<file path="src/hdl/bavms_pkg.sv">
// constants and carrier types for bus address and setpoint source selection
// assumes a single 10 MHz clock and synchronous active-high reset
package bavms_pkg;
  localparam int          ADDR_W       = 7;
  localparam logic [6:0]  I2C_BASE_RST = 7'h10;
  localparam logic [6:0]  PM_BASE_RST  = 7'h40;
  localparam int          OFS_W        = 4;
  localparam int          EDGE_N       = 15;
  localparam int          ADC_W        = 10;
  localparam int          RES_W        = 16;
  localparam logic [15:0] OHM_PER_LSB  = 16'h000C;
  // upper band edges in ohms, between the nominal strap values
  localparam logic [EDGE_N-1:0][15:0] BAND_EDGE = {
    16'h2BF2, 16'h27F6, 16'h2463, 16'h20B2, 16'h1D01,
    16'h196E, 16'h1603, 16'h1310, 16'h1054, 16'h0DCF,
    16'h0B6D, 16'h091A, 16'h0703, 16'h050F, 16'h0306};
  localparam int          DATA_W       = 8;
  localparam logic [2:0]  SEL_I2C      = 3'h0;
  localparam logic [2:0]  SEL_PM       = 3'h1;
  localparam logic [2:0]  SEL_CTRL     = 3'h2;
  localparam logic [2:0]  SEL_BOOT     = 3'h3;
  localparam logic [2:0]  SEL_STAT     = 3'h4;
  localparam logic [2:0]  SEL_CODE     = 3'h5;
  localparam int          CTRL_IGN_OFS = 0;
  localparam int          CTRL_VID     = 1;
  localparam int          STAT_INIT    = 4;
  localparam logic [7:0]  CTRL_RST     = 8'h00;
  localparam logic [7:0]  BOOT_RST     = 8'h00;
  localparam int          MV_W         = 12;
  localparam logic [7:0]  VID_MIN      = 8'h1F;
  localparam logic [11:0] VID_MIN_MV   = 12'h190;
  localparam logic [11:0] VID_STEP_MV  = 12'h005;
  localparam int          CLK_NS       = 100;
  localparam int          RAMP_STEP_NS = 1000;
  localparam int          RAMP_CYC     = (RAMP_STEP_NS + CLK_NS - 1) / CLK_NS;
  localparam int          TICK_W       = 8;

  typedef enum logic [2:0] {
    BAVMS_ADC_REQ  = 3'b000,
    BAVMS_ADC_WAIT = 3'b001,
    BAVMS_RUN_PM   = 3'b010,
    BAVMS_VID_BOOT = 3'b011,
    BAVMS_VID_RUN  = 3'b100
  } bavms_state_t;

  typedef struct packed {
    logic             valid;
    logic [ADDR_W-1:0] addr;
  } bavms_addr_req_t;

  typedef struct packed {
    logic       valid;
    logic [7:0] code;
  } bavms_vid_cmd_t;

  typedef struct packed {
    bavms_state_t      st;
    logic [OFS_W-1:0]  ofs;
    logic [ADDR_W-1:0] i2c_base;
    logic [ADDR_W-1:0] pm_base;
    logic [7:0]        ctrl;
    logic [7:0]        boot;
    logic [MV_W-1:0]   pm_vout;
    logic [7:0]        cur;
    logic [7:0]        tgt;
    logic [TICK_W-1:0] tick;
    logic              adc_start;
    logic              i2c_ack;
    logic              pm_ack;
    logic              vid_bad;
    logic              reg_en;
    logic [MV_W-1:0]   target;
    logic [7:0]        rdata;
  } bavms_regs_t;
endpackage

</file>
<file path="src/hdl/bavms_top.sv">
// address matching with strap offset and setpoint source selection
// assumes bus front ends deliver decoded address bytes and config writes in clock domain
`timescale 1ns/1ps

// Contract
// - separate 7-bit I2C and PMBus base registers
// - zero I2C base ignores I2C only
// - zero PMBus base ignores PMBus only
// - defaults 0x10 and 0x40, strap adds offset
// - strap sampled once by 10-bit converter
// - rising resistance bands map to offsets 0-15
// - acknowledge base plus offset on enabled bus
// - ignore-offset bit answers at plain base
// - identification mode ramps to boot code
// - after boot, follow each CPU code
// - code zero means 0 V and shutdown
// - mode zero uses PMBus voltage only
// - telemetry reachable on both buses in every mode after strap sample
// - 5 mV table, 1F to FF, low codes invalid
module bavms_top #(
  parameter int RAMP_CYCLES = bavms_pkg::RAMP_CYC
) (
  input  wire logic                        CLOCK,
  input  wire logic                        SRST,
  input  wire bavms_pkg::bavms_addr_req_t  I2C_REQ,
  input  wire bavms_pkg::bavms_addr_req_t  PM_REQ,
  output logic                             I2C_ACK,
  output logic                             PM_ACK,
  output logic                             ADC_START,
  input  wire logic                        ADC_DONE,
  input  wire logic [9:0]                  ADC_DATA,
  input  wire logic                        CFG_WE,
  input  wire logic [2:0]                  CFG_SEL,
  input  wire logic [7:0]                  CFG_WDATA,
  output logic      [7:0]                  CFG_RDATA,
  input  wire logic                        PM_VOUT_WE,
  input  wire logic [11:0]                 PM_VOUT,
  input  wire bavms_pkg::bavms_vid_cmd_t   VID_CMD,
  output logic                             VID_BAD,
  output logic                             REG_EN,
  output logic      [11:0]                 TARGET_MV
);

  bavms_pkg::bavms_regs_t r_r;
  bavms_pkg::bavms_regs_t r_nxt;

  logic [bavms_pkg::RES_W-1:0]  res_ohm;
  logic [bavms_pkg::EDGE_N-1:0] above;
  logic [bavms_pkg::OFS_W-1:0]  band;
  logic [6:0]                   ofs_use;
  logic [6:0]                   i2c_eff;
  logic [6:0]                   pm_eff;
  logic                         init_done;
  logic                         tick;
  logic [11:0]                  cur_mv;

  assign res_ohm = 16'({6'h00, ADC_DATA} * bavms_pkg::OHM_PER_LSB);

  // one comparator per band edge
  genvar gi;
  generate
    for (gi = 0; gi < bavms_pkg::EDGE_N; gi++) begin : g_edge
      assign above[gi] = res_ohm >= bavms_pkg::BAND_EDGE[gi];
    end
  endgenerate

  always_comb begin
    band = 4'h0;
    for (int i = 0; i < bavms_pkg::EDGE_N; i++) begin
      band = band + {3'h0, above[i]};
    end
  end

  assign ofs_use   = r_r.ctrl[bavms_pkg::CTRL_IGN_OFS] ? 7'h00 : {3'h0, r_r.ofs};
  assign i2c_eff   = 7'(r_r.i2c_base + ofs_use);
  assign pm_eff    = 7'(r_r.pm_base + ofs_use);
  assign init_done = (r_r.st != bavms_pkg::BAVMS_ADC_REQ) &&
                     (r_r.st != bavms_pkg::BAVMS_ADC_WAIT);
  assign tick      = (r_r.tick == '0);
  assign cur_mv    = (r_r.cur == 8'h00) ? 12'h000 :
                     12'(bavms_pkg::VID_MIN_MV +
                         ({4'h0, r_r.cur - bavms_pkg::VID_MIN} * bavms_pkg::VID_STEP_MV));

  always_comb begin
    r_nxt           = r_r;
    r_nxt.adc_start = 1'b0;
    r_nxt.vid_bad   = 1'b0;
    r_nxt.tick      = tick ? bavms_pkg::TICK_W'(RAMP_CYCLES - 1) : r_r.tick - 1'b1;

    // addresses answer in every mode, so telemetry stays reachable on both buses
    r_nxt.i2c_ack = init_done && I2C_REQ.valid && (r_r.i2c_base != 7'h00) &&
                    (I2C_REQ.addr == i2c_eff);
    r_nxt.pm_ack  = init_done && PM_REQ.valid && (r_r.pm_base != 7'h00) &&
                    (PM_REQ.addr == pm_eff);

    if (CFG_WE) begin
      case (CFG_SEL)
        bavms_pkg::SEL_I2C:  r_nxt.i2c_base = CFG_WDATA[6:0];
        bavms_pkg::SEL_PM:   r_nxt.pm_base  = CFG_WDATA[6:0];
        bavms_pkg::SEL_CTRL: r_nxt.ctrl     = {6'h00, CFG_WDATA[1:0]};
        bavms_pkg::SEL_BOOT: r_nxt.boot     = CFG_WDATA;
        default: ;
      endcase
    end
    if (PM_VOUT_WE) begin
      r_nxt.pm_vout = PM_VOUT;
    end

    case (CFG_SEL)
      bavms_pkg::SEL_I2C:  r_nxt.rdata = {1'b0, r_r.i2c_base};
      bavms_pkg::SEL_PM:   r_nxt.rdata = {1'b0, r_r.pm_base};
      bavms_pkg::SEL_CTRL: r_nxt.rdata = r_r.ctrl;
      bavms_pkg::SEL_BOOT: r_nxt.rdata = r_r.boot;
      bavms_pkg::SEL_STAT: r_nxt.rdata = {3'h0, init_done, r_r.ofs};
      bavms_pkg::SEL_CODE: r_nxt.rdata = r_r.cur;
      default:             r_nxt.rdata = 8'h00;
    endcase

    // ramp one code per tick toward the target, skipping the invalid low codes
    if (tick && (r_r.cur != r_r.tgt) && (r_r.tgt != 8'h00)) begin
      if (r_r.cur < bavms_pkg::VID_MIN) begin
        r_nxt.cur = bavms_pkg::VID_MIN;
      end else if (r_r.cur < r_r.tgt) begin
        r_nxt.cur = r_r.cur + 8'h01;
      end else begin
        r_nxt.cur = r_r.cur - 8'h01;
      end
    end

    case (r_r.st)
      bavms_pkg::BAVMS_ADC_REQ: begin
        r_nxt.adc_start = 1'b1;
        r_nxt.st        = bavms_pkg::BAVMS_ADC_WAIT;
      end
      bavms_pkg::BAVMS_ADC_WAIT: begin
        if (ADC_DONE) begin
          r_nxt.ofs = band;
          r_nxt.st  = bavms_pkg::BAVMS_RUN_PM;
        end
      end
      bavms_pkg::BAVMS_RUN_PM: begin
        r_nxt.target = r_r.pm_vout;
        r_nxt.reg_en = 1'b1;
        if (r_r.ctrl[bavms_pkg::CTRL_VID]) begin
          r_nxt.st  = bavms_pkg::BAVMS_VID_BOOT;
          r_nxt.cur = 8'h00;
          r_nxt.tgt = r_r.boot;
        end
      end
      bavms_pkg::BAVMS_VID_BOOT: begin
        r_nxt.target = cur_mv;
        r_nxt.reg_en = (r_r.tgt != 8'h00);
        if (!r_r.ctrl[bavms_pkg::CTRL_VID]) begin
          r_nxt.st = bavms_pkg::BAVMS_RUN_PM;
        end else if ((r_r.cur == r_r.tgt) || (r_r.tgt == 8'h00)) begin
          r_nxt.st = bavms_pkg::BAVMS_VID_RUN;
        end
      end
      bavms_pkg::BAVMS_VID_RUN: begin
        r_nxt.target = cur_mv;
        r_nxt.reg_en = (r_r.tgt != 8'h00);
        if (!r_r.ctrl[bavms_pkg::CTRL_VID]) begin
          r_nxt.st = bavms_pkg::BAVMS_RUN_PM;
        end else if (VID_CMD.valid) begin
          if (VID_CMD.code == 8'h00) begin
            r_nxt.tgt    = 8'h00;
            r_nxt.cur    = 8'h00;
            r_nxt.reg_en = 1'b0;
          end else if (VID_CMD.code < bavms_pkg::VID_MIN) begin
            r_nxt.vid_bad = 1'b1;
          end else begin
            r_nxt.tgt = VID_CMD.code;
          end
        end
      end
      default: r_nxt.st = bavms_pkg::BAVMS_ADC_REQ;
    endcase
  end

  always_ff @(posedge CLOCK) begin
    if (SRST) begin
      r_r          <= '0;
      r_r.st       <= bavms_pkg::BAVMS_ADC_REQ;
      r_r.i2c_base <= bavms_pkg::I2C_BASE_RST;
      r_r.pm_base  <= bavms_pkg::PM_BASE_RST;
      r_r.ctrl     <= bavms_pkg::CTRL_RST;
      r_r.boot     <= bavms_pkg::BOOT_RST;
    end else begin
      r_r <= r_nxt;
    end
  end

  assign I2C_ACK   = r_r.i2c_ack;
  assign PM_ACK    = r_r.pm_ack;
  assign ADC_START = r_r.adc_start;
  assign CFG_RDATA = r_r.rdata;
  assign VID_BAD   = r_r.vid_bad;
  assign REG_EN    = r_r.reg_en;
  assign TARGET_MV = r_r.target;
endmodule

</file>
<file path="config.mk">
export PLATFORM = sky130hd
export DESIGN_NAME = bavms_top
export DESIGN_NICKNAME = d
export VERILOG_FILES = /design/src/hdl/bavms_pkg.sv /design/src/hdl/bavms_top.sv
export SDC_FILE = /design/constraint.sdc
export NUM_CORES = 1
export LEC_CHECK = 0
export ABC_AREA = 1
export BUFFER_PORTS_ARGS = -buffer_cell sky130_fd_sc_hd__buf_2
export CAP_MARGIN = 15
export CELL_PAD_IN_SITES_DETAIL_PLACEMENT = 1
export CELL_PAD_IN_SITES_GLOBAL_PLACEMENT = 2
export CORE_MARGIN = 5
export CORE_UTILIZATION = 30
export CTS_BUF_LIST = sky130_fd_sc_hd__clkbuf_8
export DETAILED_ROUTE_END_ITERATION = 7
export GPL_TIMING_DRIVEN = 0
export PLACE_DENSITY = 0.89
export RECOVER_POWER = 25
export SETUP_SLACK_MARGIN = 0.1
export SLEW_MARGIN = 20
export SYNTH_ARGS = -nofsm -noshare
export SYNTH_HDL_FRONTEND = slang
export SYNTH_SLANG_ARGS = --single-unit
export TNS_END_PERCENT = 10
</file>
<file path="constraint.sdc">
create_clock -name CLOCK -period 4.9 [get_ports CLOCK]
set_input_delay 0.49 -clock CLOCK [delete_from_list [all_inputs] [get_ports CLOCK]]
set_output_delay 0.49 -clock CLOCK [all_outputs]
set_load 0.02 [all_outputs]
</file>
==> results.toml <==
[outcome]
status = "complete, no violations"

[global_route]
grt_max_degree = 17
overflow = 0
antenna_found_initial = 0
grt_first_pass_wirelength_um = 34800
grt_usage = 0.161
grt_pass1_vias = 7041

[synth]
postSynthAreaPerCell_um2 = 6.85
ys_seq_area_frac = 0.262
synthTopCellsByArea = "dfxtp_1, nand2_1, ha_1, inv_1, a21oi_1"
synth_top_area_frac = 0.262
post-synth-top-area-cell = "dfxtp_1"
synth_seq_cells = 92
yosys_warnings = 0
synth-async-reset-ratio = 0
syn_inst = 1027
synth_edf_count = 0
ys.flop_type = "dfxtp_1"
synth_nets = 1161
synth_area_um2 = 7040
synth.distinct_cells = 43

[routing]
vias = 6914
avgViaCountPerCell = 4.76
dr.pass1.iters = 5
route.detailed.drc = 0
final_antenna_net_count = 0
wl_per_cell_um = 14.7
totalWireLength_um = 21300
drt_iter0_drc = 308

[timing]
rsz0062_at_grt = "true"
skew_ns = 0.0248
tightestPinTransition_ns = 0.707
setup_ws_ns = 0.116
fin_crit_sh = 0.976
hold_violations = 0
relSlewSlack = 0.527
drv_slew = 0
finalSetupViolCount = 0
period_minus_slack_ns = 4.78
timing.fmax_ghz = 0.209

[power]
p_per_area_nw_per_um2 = 318
internal-power_uw = 1540
irDropWorstVdd_mv = 0.135
switching_share = 0.410
clkPwrFrac = 0.213
p_leak_uw = 0.00386
p_sw_uw = 1070
pwr-share-seq = 0.337
combPwrFrac = 0.450

[critical_path]
critPathMaxFanout = 5
r2r_slack_ns = 1.54
worstPathRequired_ns = 5.17
crit_type = "input port to register"
crit_path_end_kind = "register"
cp.arrival_ns = 5.06
crit_path_start_kind = "input port"

[floorplan]
initial_core_util = 0.302
dieArea_um2 = 26600
pin_count = 88
die_h_um = 163
core-area_um2 = 23300
fp-row-count = 56
die_w_um = 163

[finish]
fin_area_um2 = 8190
drive_gt1_frac = 0.165
synthToLayoutAreaGrowth_pct = 16.4
num-nets-final = 1265
n_antenna_cell = 0

[place]
dpl.hpwl_um = 17700
post_dp_cell_area_um2 = 7900
detailedPlace.worstSlack_ns = -0.350
io_buffers = 87
place_congestion = 0.827

[clocking]
clock_latency_ns = 0.39
clkTransAtPathRegs_ns = 0.10
root_buffer = "clkbuf_8"
cts_buffers = 9
cts_buffer_depth = 2
htree_levels = 3
hold_buffers = 0
cts_sinks = 92
cts_tree = "yes"

[run]
cap_violations = 0

[worst_hold_path]
hp-class = "input port to register"
stage by stage:
| step | setup TNS (ns) | power [uW] | hold slack (ns) | utilization | instances |
|---|---|---|---|---|---|
| after CTS | 0 | 2600 | 0.313 | 0.348 | 1448 |
| final | 0 | 2610 | 0.319 | 0.352 | 1454 |
| after floorplan | 0 | 1750 | 0.412 | - | 1027 |
| after detailed placement | -0.837 | 2040 | 0.447 | 0.340 | 1433 |
| after global routing | -0.114 | 2830 | 0.316 | 0.352 | 1454 |
| after global placement | -0.579 | 2000 | 0.422 | 0.340 | 1433 |
layer usage:
metal / up-vias / track usage / routed length [um] / part of all wire
met2: 96 / 0.282 / 10200 / 0.48
met5: - / 0 / 0 / 0
met4: 0 / 0.0313 / 206 / 0.0097
met1: 3255 / 0.211 / 10200 / 0.48
met3: 9 / 0.0270 / 780 / 0.037
li1: 3554 / - / - / -
cell usage after synthesis (2+ instances only):
library cell	number
nand2_1	183
nor3_1	11
a21oi_1	90
o211ai_1	7
or2_2	3
o21ai_1	4
nand3_2	4
a31oi_1	3
xnor2_1	8
a21o_1	3
buf_4	21
dfxtp_1	92
o21bai_1	2
clkbuf_1	16
o22ai_1	18
o21ai_0	80
a211oi_1	2
a21oi_2	6
nand2_4	2
nor2_2	8
inv_2	9
nand2_2	15
xor2_1	18
nand4_1	14
nor2_4	4
nor2_1	109
a221oi_1	3
fa_1	17
nand3_1	66
ha_1	54
nand3b_1	2
inv_1	142
registers in the layout, indices dropped and copies added, names as in the netlist:
name       count
REG_EN         1
r_r           67
VID_BAD        1
ADC_START      1
TARGET_MV     12
CFG_RDATA      8
I2C_ACK        1
PM_ACK         1
worst paths after layout:
check	start	to	cells after the start
max	ADC_DATA[1]	r_r[93]	23
max reg2reg	r_r[41]	TARGET_MV[8]	12
min	PM_VOUT[2]	r_r[51]	3
min reg2reg	r_r[25]	r_r[25]	1
cells by family after synthesis:
group,share of synthesized area
adder cells (fa/ha/maj),0.144
AND/OR/NAND/NOR,0.270
XOR/XNOR,0.0357
flip-flops,0.262
AO/OA/AOI/OAI,0.174
buffers and inverters,0.113
power groups by stage:
stage	sequential (uW)	clock (uW)	combinational (uW)
final	878	554	1170
after global routing	889	600	1340
after CTS	880	573	1150
after detailed placement	897	0	1140
after global placement	894	0	1100
after floorplan	881	0	865
worst max-delay path, cell delays in order:
cell,delay (ns)
buf_2,0.14
ha_4,0.19
fa_2,0.42
nand3_2,0.11
buf_4,0.11
nand3_1,0.08
nand2_2,0.13
nor2_4,0.06
nand3_1,0.09
nand2_2,0.08
nand3_2,0.08
nor2_2,0.04
fa_1,0.55
inv_1,0.06
fa_1,0.55
fa_1,0.43
fa_1,0.51
fa_2,0.21
inv_1,0.06
fa_2,0.35
xnor2_2,0.13
o21ai_1,0.14
a21oi_1,0.05
cell usage in the layout (no fill, tap or decap), types with 11 or more instances in the layout:
cell,n
o22ai_1,18
ha_1,51
nand3_1,63
buf_2,70
fa_1,14
inv_1,142
o21ai_0,78
buf_4,27
a21oi_1,90
clkbuf_1,33
nand4_1,14
nor2_1,108
xor2_1,18
nand2_1,176
dfxtp_1,92
nand2_2,20
nor3_1,11
what timing repair did:
action                     4_1_cts  5_1_grt
setup buffers                    0        6
pin swaps                        2        7
setup endpoints to repair        2        3
gates resized for setup          3       15
layout make-up:
class / count / area [um^2]
Fill cell: 3061 / 15100
Inverter: 151 / 567
Clock inverter: 6 / 71.3
Buffer: 38 / 229
Clock buffer: 9 / 124
Multi-Input combinational cell: 746 / 4500
Tap cell: 319 / 399
Timing Repair Buffer: 93 / 459
Sequential cell: 92 / 1840
Note: power is estimated with default switching activity, not from simulation.
